--- src/common/sdcke_pkg.sv ---
// shared constants and types for the clock-enable / data-mask link
package sdcke_pkg;
	localparam int DATA_W = 16;
	localparam int FIFO_DEPTH = 16;
	localparam int BURST_LEN = 4;
	localparam int BANKS = 4;
	localparam logic [2:0] BURST_LEN_M1 = 3'h3;
	localparam int READ_MASK_LAT = 2;
	localparam int CLK_PERIOD_NS = 100;
	localparam int REFRESH_PERIOD_MS = 64;
	localparam int REFRESH_CYCLES = REFRESH_PERIOD_MS * 1000000 / CLK_PERIOD_NS;
	localparam int EXIT_GAP_CYCLES = 1;
	localparam logic [1:0] CMD_NOP = 2'h0;
	localparam logic [1:0] CMD_WRITE = 2'h1;
	localparam logic [1:0] CMD_READ = 2'h2;
	localparam logic [1:0] CMD_DESELECT = 2'h3;
	typedef enum logic [1:0] {
		SDCKE_IDLE = 2'b00,
		SDCKE_WRITE = 2'b01,
		SDCKE_READ = 2'b10
	} sdcke_op_t;
	typedef enum logic [1:0] {
		SDCKE_RUN = 2'b00,
		SDCKE_SUSPEND = 2'b01,
		SDCKE_PDOWN = 2'b10
	} sdcke_pwr_t;
endpackage : sdcke_pkg

--- src/common/sdcke_if.sv ---
// command-pin interface between controller and memory
`timescale 1ns/10ps
`default_nettype none
interface sdcke_if;
	logic clock_enable_in;
	logic [1:0] cmd;
	logic [1:0] bank;
	logic data_mask_in;
	logic [sdcke_pkg::DATA_W-1:0] dq_ctl_o;
	logic dq_ctl_oe;
	logic [sdcke_pkg::DATA_W-1:0] dq_mem_o;
	logic dq_mem_oe;
	wire [sdcke_pkg::DATA_W-1:0] dq = dq_ctl_oe ? dq_ctl_o : (dq_mem_oe ? dq_mem_o : '0);
	modport ctl (output clock_enable_in, output cmd, output bank, output data_mask_in,
		output dq_ctl_o, output dq_ctl_oe, input dq_mem_o, input dq_mem_oe);
	modport mem (input clock_enable_in, input cmd, input bank, input data_mask_in,
		input dq_ctl_o, input dq_ctl_oe, output dq_mem_o, output dq_mem_oe);
endinterface : sdcke_if
`default_nettype wire

--- src/rtl/sdcke_fifo.sv ---
// parameterised valid/ready fifo in flip-flops
`timescale 1ns/10ps
`default_nettype none
module sdcke_fifo #(
	parameter int WIDTH = 16,
	parameter int DEPTH = 16
) (
	input wire logic clk_i,
	input wire logic rst_n_i,
	input wire logic in_valid_i,
	output logic in_ready_o,
	input wire logic [WIDTH-1:0] in_data_i,
	output logic out_valid_o,
	input wire logic out_ready_i,
	output logic [WIDTH-1:0] out_data_o
);
	localparam int AW = $clog2(DEPTH);
	logic [WIDTH-1:0] mem_r [DEPTH];
	logic [AW-1:0] wp_r, wp_nxt, rp_r, rp_nxt;
	logic [AW:0] cnt_r, cnt_nxt;
	logic push, pop;
	assign push = in_valid_i && in_ready_o;
	assign pop = out_valid_o && out_ready_i;
	assign in_ready_o = cnt_r != (AW+1)'(DEPTH);
	assign out_valid_o = cnt_r != '0;
	assign out_data_o = mem_r[rp_r];
	always_comb begin
		wp_nxt = push ? wp_r + AW'(1) : wp_r;
		rp_nxt = pop ? rp_r + AW'(1) : rp_r;
		cnt_nxt = cnt_r + (AW+1)'(push) - (AW+1)'(pop);
	end
	always_ff @(posedge clk_i or negedge rst_n_i) begin
		if (!rst_n_i) begin
			wp_r <= '0;
			rp_r <= '0;
			cnt_r <= '0;
		end else begin
			wp_r <= wp_nxt;
			rp_r <= rp_nxt;
			cnt_r <= cnt_nxt;
		end
	end
	always_ff @(posedge clk_i) begin
		if (push) begin
			mem_r[wp_r] <= in_data_i;
		end
	end
endmodule : sdcke_fifo
`default_nettype wire

--- src/rtl/sdcke_ctl.sv ---
// controller end: issues bursts, drives clock enable and mask, buffers read data
`timescale 1ns/10ps
`default_nettype none
module sdcke_ctl #(
	parameter int DATA_W = sdcke_pkg::DATA_W,
	parameter int DEPTH = sdcke_pkg::FIFO_DEPTH,
	parameter int MAX_LOW = sdcke_pkg::REFRESH_CYCLES
) (
	input wire logic clk_i,
	input wire logic rst_n_i,
	sdcke_if.ctl bus,
	input wire logic req_i,
	input wire logic req_write_i,
	input wire logic [1:0] req_bank_i,
	input wire logic [DATA_W-1:0] wdata_i,
	input wire logic wmask_i,
	input wire logic sleep_i,
	output logic busy_o,
	output logic rd_valid_o,
	input wire logic rd_ready_i,
	output logic [DATA_W-1:0] rd_data_o
);
	logic cke_r, cke_nxt, gap_r, gap_nxt;
	logic [1:0] cmd_r, cmd_nxt;
	logic [31:0] low_r, low_nxt;
	logic [2:0] left_r, left_nxt;
	logic fifo_ready, fifo_valid;
	logic [DATA_W-1:0] fifo_data;
	// suspend while the read fifo is full: back-pressure reaches the memory
	always_comb begin
		cmd_nxt = sdcke_pkg::CMD_NOP;
		gap_nxt = 1'b0;
		left_nxt = left_r;
		low_nxt = cke_r ? '0 : low_r + 32'h1;
		cke_nxt = !(sleep_i || !fifo_ready) || low_r >= 32'(MAX_LOW - 2);
		if (!cke_r && cke_nxt) begin
			gap_nxt = 1'b1;
		end
		if (cke_r && cke_nxt && !gap_r) begin
			if (left_r != '0) begin
				left_nxt = left_r - 3'h1;
			end else if (req_i) begin
				cmd_nxt = req_write_i ? sdcke_pkg::CMD_WRITE : sdcke_pkg::CMD_READ;
				left_nxt = sdcke_pkg::BURST_LEN_M1;
			end
		end
		if (!cke_r) begin
			cmd_nxt = sdcke_pkg::CMD_DESELECT;
		end
	end
	always_ff @(posedge clk_i or negedge rst_n_i) begin
		if (!rst_n_i) begin
			cke_r <= 1'b1;
			gap_r <= 1'b0;
			cmd_r <= sdcke_pkg::CMD_NOP;
			low_r <= '0;
			left_r <= '0;
			busy_o <= 1'b0;
		end else begin
			cke_r <= cke_nxt;
			gap_r <= gap_nxt;
			cmd_r <= cmd_nxt;
			low_r <= low_nxt;
			left_r <= left_nxt;
			busy_o <= left_nxt != '0 || !cke_nxt || gap_nxt;
		end
	end
	always_comb begin
		bus.clock_enable_in = cke_r;
		bus.cmd = cmd_r;
		bus.bank = req_bank_i;
		bus.data_mask_in = wmask_i;
		bus.dq_ctl_o = wdata_i;
		bus.dq_ctl_oe = req_write_i;
	end
	sdcke_fifo #(.WIDTH(DATA_W), .DEPTH(DEPTH)) u_fifo (
		.clk_i(clk_i),
		.rst_n_i(rst_n_i),
		.in_valid_i(bus.dq_mem_oe),
		.in_ready_o(fifo_ready),
		.in_data_i(bus.dq_mem_o),
		.out_valid_o(fifo_valid),
		.out_ready_i(rd_ready_i),
		.out_data_o(fifo_data)
	);
	always_ff @(posedge clk_i or negedge rst_n_i) begin
		if (!rst_n_i) begin
			rd_valid_o <= 1'b0;
			rd_data_o <= '0;
		end else begin
			rd_valid_o <= fifo_valid;
			rd_data_o <= fifo_data;
		end
	end
endmodule : sdcke_ctl
`default_nettype wire

--- src/flat_wrapper.sv ---
// flat-port wrapper written by rule: the top's interface ports become plain ports
module sdcke_ctl_flat 
#(
	parameter int DATA_W = sdcke_pkg::DATA_W,
	parameter int DEPTH = sdcke_pkg::FIFO_DEPTH,
	parameter int MAX_LOW = sdcke_pkg::REFRESH_CYCLES
)
  (clk_i, rst_n_i, req_i, req_write_i, req_bank_i, wdata_i, wmask_i, sleep_i, busy_o, rd_valid_o, rd_ready_i, rd_data_o, bus_clock_enable_in, bus_cmd, bus_bank, bus_data_mask_in, bus_dq_ctl_o, bus_dq_ctl_oe, bus_dq_mem_o, bus_dq_mem_oe);
  sdcke_if bus_i ();
  input wire logic clk_i;
  input wire logic rst_n_i;
  input wire logic req_i;
  input wire logic req_write_i;
  input wire logic [1:0] req_bank_i;
  input wire logic [DATA_W-1:0] wdata_i;
  input wire logic wmask_i;
  input wire logic sleep_i;
  output logic busy_o;
  output logic rd_valid_o;
  input wire logic rd_ready_i;
  output logic [DATA_W-1:0] rd_data_o;
  output wire logic [$bits(bus_i.clock_enable_in)-1:0] bus_clock_enable_in;
  output wire logic [$bits(bus_i.cmd)-1:0] bus_cmd;
  output wire logic [$bits(bus_i.bank)-1:0] bus_bank;
  output wire logic [$bits(bus_i.data_mask_in)-1:0] bus_data_mask_in;
  output wire logic [$bits(bus_i.dq_ctl_o)-1:0] bus_dq_ctl_o;
  output wire logic [$bits(bus_i.dq_ctl_oe)-1:0] bus_dq_ctl_oe;
  input wire logic [$bits(bus_i.dq_mem_o)-1:0] bus_dq_mem_o;
  input wire logic [$bits(bus_i.dq_mem_oe)-1:0] bus_dq_mem_oe;
  assign bus_clock_enable_in = bus_i.clock_enable_in;
  assign bus_cmd = bus_i.cmd;
  assign bus_bank = bus_i.bank;
  assign bus_data_mask_in = bus_i.data_mask_in;
  assign bus_dq_ctl_o = bus_i.dq_ctl_o;
  assign bus_dq_ctl_oe = bus_i.dq_ctl_oe;
  assign bus_i.dq_mem_o = bus_dq_mem_o;
  assign bus_i.dq_mem_oe = bus_dq_mem_oe;
  sdcke_ctl #(.DATA_W(DATA_W), .DEPTH(DEPTH), .MAX_LOW(MAX_LOW)) u_core (.clk_i(clk_i), .rst_n_i(rst_n_i), .bus(bus_i), .req_i(req_i), .req_write_i(req_write_i), .req_bank_i(req_bank_i), .wdata_i(wdata_i), .wmask_i(wmask_i), .sleep_i(sleep_i), .busy_o(busy_o), .rd_valid_o(rd_valid_o), .rd_ready_i(rd_ready_i), .rd_data_o(rd_data_o));
endmodule
--- config.mk ---
export PLATFORM = sky130hd
export DESIGN_NAME = sdcke_ctl_flat
export DESIGN_NICKNAME = d
export VERILOG_FILES = /design/src/common/sdcke_pkg.sv /design/src/common/sdcke_if.sv /design/src/rtl/sdcke_fifo.sv /design/src/rtl/sdcke_ctl.sv /design/src/flat_wrapper.sv
export SDC_FILE = /design/constraint.sdc
export NUM_CORES = 1
export LEC_CHECK = 0
export BUFFER_PORTS_ARGS = -buffer_cell sky130_fd_sc_hd__buf_2
export CORE_UTILIZATION = 55
export DETAILED_ROUTE_END_ITERATION = 8
export GPL_TIMING_DRIVEN = 0
export PLACE_DENSITY = 0.84
export SLEW_MARGIN = 40
export SYNTH_ARGS = -nofsm -noshare
export SYNTH_HDL_FRONTEND = slang
export SYNTH_SLANG_ARGS = --single-unit
--- constraint.sdc ---
create_clock -name clk_i -period 5.02 [get_ports clk_i]
set_input_delay 0.502 -clock clk_i [delete_from_list [all_inputs] [get_ports clk_i]]
set_output_delay 0.502 -clock clk_i [all_outputs]
set_load 0.02 [all_outputs]
==> flow_summary.json, run 1 <==
{
  "outcome": "finished clean",
  "fin_crit_sh": 0.626,
  "grt-ovfl-total": 0,
  "core_um2": 23500,
  "worst-path-max-fanout": 8,
  "grt_pass1_vias": 7014,
  "synth-seq-cells": 326,
  "crit_arrival_ns": 3.61,
  "synth_warnings": 0,
  "drive_above_1_share": 0.313,
  "synth_cell_types": 47,
  "clk_latency_ns": 0.58,
  "hold_viol": 0,
  "yosysSeqAreaShare": 0.717,
  "cp_slowest_cell": "nor4bb_1",
  "path_cells": "inv_1, ha_1, nor4bb_1, nor2b_1, clkbuf_1, inv_2, ha_1, inv_1, ha_1, inv_1, fa_1, inv_1, a21oi_1, nor2_1, nor2_1, xnor2_1",
  "postRouteWirelength_mm": 28.7,
  "antenna_found_initial": 0,
  "clkSlewWorstSetupHoldPaths_ns": 0.06,
  "synthToLayoutAreaGrowth_pct": 15.8,
  "port-buffer-count": 63,
  "die_h_um": 157,
  "crit_type": "reg -> reg",
  "grt_pass1_wl_mm": 42.3,
  "min_path_type": "in -> reg",
  "yosys-top-cells-area": "edfxtp_1 (58%), dfrtp_1 (13%), mux4_2 (11%), mux4_1 (2.6%), xor2_1 (1.6%)",
  "syn_area_per_cell_um2": 19.1,
  "drc": 0,
  "internal_power_uw": 5890,
  "clkPwrFrac": 0.307,
  "rsz0062_at_grt": "no",
  "min_period_ns": 3.14,
  "mappedNetlistNets": 748,
  "synth-edff-count": 256,
  "globalplace.congestion": 0.817,
  "syn_area_um2": 13200,
  "wl_per_cell_um": 24.9,
  "htree_levels": 1,
  "clock_path_buffers": 3,
  "critPathBufInv": 6,
  "slew_headroom": 0.469,
  "drtAntennaViolNets": 0,
  "cts_tree": "yes",
  "crit_family": "adder cells",
  "switching_share": 0.290,
  "final.setup.tns_ns": 0,
  "grt_max_degree": 43,
  "ys.flop_type": "edfxtp_1",
  "cp-start-kind": "flop",
  "syn_inst": 690,
  "ir_worst_vdd_mv": 0.415,
  "holdWs_ns": 0.163,
  "clkSinkCount": 326,
  "yosys.area.top_type": "edfxtp_1",
  "n_antenna_cell": 0,
  "dieArea_um2": 24600,
  "power.switching_uw": 2400,
  "fmax_mhz": 318,
  "cts_root_buf": "clkbuf_16",
  "finalSetupViolCount": 0,
  "synth_top_area_share": 0.584,
  "worstPathRequired_ns": 5.49,
  "numCtsBuffers": 31,
  "sequentialPowerShare": 0.412,
  "pwr_density_cell_nw_per_um2": 544,
  "max_stage_delay_ns": 0.53,
  "viasPerCell": 6.05,
  "vias": 6960,
  "track_usage": 0.242,
  "io_pins": 83,
  "drv_slew": 0,
  "fin_skew_ns": 0.0225,
  "postSynth.asyncResetShare": 0.215,
  "combPwrFrac": 0.281,
  "end_kind": "flop",
  "worst_slew_pin_slew_ns": 0.796,
  "leakagePower_uw": 0.00551,
  "rows": 56,
  "nets": 866,
  "fp.dieW_um": 157,
  "path_common_cell": "inv_1",
  "drv_cap": 0,
  "drt_pass1_iterations": 5,
  "start_util": 0.561,
  "hpwl_mm": 17.1,
  "drtIter0Drc": 827,
  "finalPower_uw": 8290
}
[Yosys cell counts (2+ instances only)]
cell type and number:
or3_1 4, inv_1 18, dfrtp_1 69, xor2_1 24
clkbuf_4 3, ha_1 15, buf_2 5, nand2b_1 2
nor3_1 2, clkbuf_1 10, nand2_1 14, o21ai_0 6
a21oi_1 6, and2_1 13, buf_12 3, nor2b_1 4
edfxtp_1 256, o31ai_1 3, and4_1 3, mux4_1 13
nor2_1 43, buf_4 24, mux4_2 67, o22a_1 2
nand3_1 18, and3_1 7, dlygate4sd1_1 2, nor4_1 9
o211ai_1 3, xnor2_1 13, nand4_1 13
[placed cells by master (no fill, tap or decap), types with 14 or more instances in the layout]
cell type | synthesis | layout
edfxtp_1 | 256 | 256
buf_2 | 5 | 80
dfrtp_1 | 69 | 69
mux4_2 | 67 | 67
nor2_1 | 43 | 39
clkbuf_16 | 0 | 31
buf_4 | 24 | 27
xor2_1 | 24 | 24
nand3_1 | 18 | 18
inv_1 | 18 | 18
ha_1 | 15 | 15
clkbuf_1 | 10 | 14
nand2_1 | 14 | 14
[path summary, 6_finish.rpt]
check | start | end | slack (ns) | cells past startpoint
max | u_core.u_fifo.cnt_r[3]$_DFF_PN0_ | u_core.u_fifo.cnt_r[4]$_DFF_PN0_ | 1.88 | 16
max reg2reg | u_core.u_fifo.cnt_r[3]$_DFF_PN0_ | u_core.u_fifo.cnt_r[4]$_DFF_PN0_ | 1.88 | 16
max in group asynchronous | rst_n_i | u_core.rd_data_o[1]$_DFF_PN0_ | 4.07 | 3
min | req_write_i | u_core.bus.cmd[1]$_DFF_PN0_ | 0.16 | 2
min in group asynchronous | rst_n_i | u_core.bus.cmd[0]$_DFF_PN0_ | 0.42 | 2
min reg2reg | u_core.left_r[1]$_DFF_PN0_ | u_core.left_r[1]$_DFF_PN0_ | 0.51 | 1
[flip-flops by register name, indices dropped and copies added (netlist names), 2 cells and up]
name / flops
u_core.bus.cmd: 2
u_core.left_r: 3
u_core.low_r: 32
u_core.rd_data_o: 16
u_core.u_fifo.cnt_r: 5
u_core.u_fifo.mem_r: 256
u_core.u_fifo.rp_r: 4
u_core.u_fifo.wp_r: 4
[repair_timing]
item,4_1_cts,5_1_grt
buffers inserted,0,0
hold buffers,1,0
resized for setup,0,0
endpoints found under the hold margin,40,0
[cell type report]
cell class              count  area, um2
clock inverters            20        302
fillers                  1494       8230
multi-input cells         296       3350
inverters                  19       71.3
repair buffers             85        499
flip-flops and latches    326       9440
well taps                 319        399
plain buffers              49        369
clock buffers              37        818
[power groups by stage]
stage | sequential [uW] | clock, uW | combinational [uW]
6_report | 3420 | 2540 | 2330
5_1_grt | 3440 | 2650 | 2450
4_1_cts | 3420 | 2560 | 2340
3_5_place_dp | 3460 | 0 | 2290
3_3_place_gp | 3450 | 0 | 2150
2_1_floorplan | 3520 | 0 | 1510
[metal layers]
metal  track usage  part of all wire  wire length, um
met1         0.308              0.38            10900
met2         0.417              0.52            14900
met5             0                 0                0
met4        0.0906             0.035             1000
met3        0.0402             0.067             1930
[stage by stage]
step	worst slack [ns]	util	cells	area, um2
after CTS	1.85	0.650	1151	15200
after floorplan	1.85	-	690	13200
after detailed placement	1.86	0.601	1093	14100
after global placement	0.108	0.591	1072	13900
after global routing	1.64	0.650	1151	15200
final	1.88	0.650	1151	15200
[cells by family (layout without fill, tap and decap cells)]
family                   Yosys count  in the layout  share of synthesized area
AO/OA/AOI/OAI                     23             23                     0.0108
multiplexers                      83             83                      0.143
adder cells (fa/ha/maj)           16             16                     0.0158
XOR/XNOR                          37             37                     0.0246
flip-flops                       326            326                      0.717
buffers and inverters             68            210                     0.0335
AND/OR/NAND/NOR                  137            137                     0.0550
No activity file was read; power rests on OpenSTA's default activity.
==> run 2, diff against run 1 <==
CORE_UTILIZATION = 54   (was 55)
PLACE_DENSITY = 0.86   (was 0.84)
clock period = 2.8 ns   (was 5.02 ns; I/O delays follow)
==> flow_summary.json, run 2 (synthesized netlist as in run 1, its figures left out) <==
{
  "vias": 6999,
  "drive_above_1_share": 0.313,
  "io_pins": 83,
  "startpoint": "u_core.u_fifo.cnt_r[3]$_DFF_PN0_",
  "fillers": 1592,
  "numCtsBuffers": 31,
  "final_cell_mix": "edfxtp_1 (256), buf_2 (82), dfrtp_1 (69)",
  "fin_skew_ns": 0.0276,
  "clkSinkCount": 326,
  "grt_pass1_vias": 7198,
  "nets": 869,
  "cts_root_buf": "clkbuf_16",
  "antenna_found_initial": 2,
  "hold_viol": 0,
  "drtAntennaViolNets": 0,
  "largest_register_ffs": 256,
  "final_common_cell": "edfxtp_1",
  "core_um2": 23700,
  "die_h_um": 158,
  "fin_util": 0.642,
  "grt_pass1_wl_mm": 43.6,
  "worst-path-max-fanout": 2,
  "drt_pass1_iterations": 5,
  "rows": 56,
  "min_path_type": "in -> reg",
  "fin_crit_sh": 0.945,
  "worstPathRequired_ns": 3.24,
  "crit_type": "reg -> reg",
  "r2r_start": "u_core.u_fifo.cnt_r[3]$_DFF_PN0_",
  "dieArea_um2": 25000,
  "drv_cap": 0,
  "cts_tree": "yes",
  "crit_arrival_ns": 3.09,
  "drc": 0,
  "drtIter0Drc": 750,
  "outcome": "finished clean",
  "setup_ws_ns": 0.154,
  "clk_latency_ns": 0.58,
  "track_usage": 0.247,
  "finalSetupViolCount": 0,
  "start_util": 0.556,
  "grt-ovfl-total": 0,
  "cp-start-kind": "flop",
  "slew_headroom": 0.506,
  "clock_path_buffers": 3,
  "pwr_density_cell_nw_per_um2": 950,
  "htree_levels": 1,
  "synthToLayoutAreaGrowth_pct": 15.4,
  "top_regs": "u_core.u_fifo.mem_r (256), u_core.low_r (32), u_core.rd_data_o (16)",
  "final.setup.tns_ns": 0,
  "postRouteWirelength_mm": 29.3,
  "grt_max_degree": 38,
  "n_antenna_cell": 0,
  "ir_worst_vdd_mv": 0.659,
  "top_register": "u_core.u_fifo.mem_r",
  "globalplace.congestion": 0.802,
  "clkSlewWorstSetupHoldPaths_ns": 0.06,
  "port-buffer-count": 63,
  "min_period_ns": 2.65,
  "end_kind": "flop",
  "fp.dieW_um": 158,
  "hold_path_startpoint": "bus_dq_mem_o[12]",
  "viasPerCell": 6.06,
  "worst_slew_pin_slew_ns": 0.742,
  "drv_slew": 0,
  "wl_per_cell_um": 25.4,
  "place_ws_ns": -0.240,
  "leakagePower_uw": 0.00550,
  "fmax_mhz": 378,
  "hpwl_mm": 17.5,
  "finalPower_uw": 14400
}
==> run 2: cell types whose count changed in the layout (fill, tap and decap cells not counted), moves of 2 or more <==
cell           delta
dlygate4sd3_1     +3
clkinv_1          +8
buf_2             +2
inv_1             -2
bufinv_16         -4
clkbuf_8          -2
clkinvlp_4        -3
==> run 2: through the flow <==
| step | hold slack, ns | std cells | cell area, um2 |
|---|---|---|---|
| 3_5_place_dp | 0.201 | 1093 | 14100 |
| 4_1_cts | 0.0545 | 1154 | 15200 |
| 2_1_floorplan | -0.0156 | 690 | 13200 |
| 3_3_place_gp | 0.493 | 1072 | 13900 |
| 5_1_grt | 0.0689 | 1155 | 15200 |
| 6_report | 0.0756 | 1155 | 15200 |
==> run 2: worst paths after layout <==
path	cells after the start	slack, ns	to
max reg2reg	14	0.15	u_core.u_fifo.cnt_r[4]$_DFF_PN0_
min reg2reg	1	0.52	u_core.left_r[1]$_DFF_PN0_
min	1	0.08	u_core.u_fifo.mem_r[12][12]$_DFFE_PP_
min in group asynchronous	2	0.17	u_core.rd_data_o[15]$_DFF_PN0_
max in group asynchronous	3	2.10	u_core.low_r[25]$_DFF_PN0_
max	14	0.15	u_core.u_fifo.cnt_r[4]$_DFF_PN0_
==> run 2: power breakdown <==
part           switching (uW)  internal (uW)  total [uW]
combinational            2260           1960        4220
clock                    1770           2310        4070
sequential                264           5890        6150
total                    4290          10200       14400
==> run 2: worst max-delay path, stage by stage, from the launching register on <==
cell     delay (ns)
dfrtp_1        0.40
inv_2          0.07
ha_2           0.16
or4b_4         0.46
and2_4         0.16
ha_1           0.26
inv_1          0.05
ha_1           0.15
inv_1          0.06
fa_2           0.35
inv_1          0.07
a21oi_1        0.06
nor2_1         0.12
nor2_1         0.06
xnor2_1        0.12
==> run 2: layout make-up <==
class                      count  area, um2  share of cell area
inverter                      19       76.3             0.00502
tap                          319        399              0.0263
timing repair buffer          90        552              0.0363
buffer                        47        363              0.0239
clock buffer                  37        798              0.0525
clock inverter                21        185              0.0122
sequential                   326       9440               0.621
multi-input combinational    296       3380               0.222
==> run 2: metal layers <==
| metal | vias up | part of all wire | wire [um] | track usage |
|---|---|---|---|---|
| met2 | 382 | 0.51 | 14800 | 0.416 |
| met4 | 2 | 0.034 | 993 | 0.0948 |
| met5 | - | 0.00041 | 12 | 0 |
| li1 | 2933 | - | - | - |
| met3 | 76 | 0.080 | 2350 | 0.0452 |
| met1 | 3606 | 0.38 | 11200 | 0.321 |
==> run 2: timing repair <==
action / 4_1_cts / 5_1_grt
endpoints found under the setup margin: 1 / 1
resized for setup: 7 / 8
endpoints found under the hold margin: 72 / 0
pin swaps: 0 / 3
setup buffers: 0 / 2
hold buffers: 4 / 0
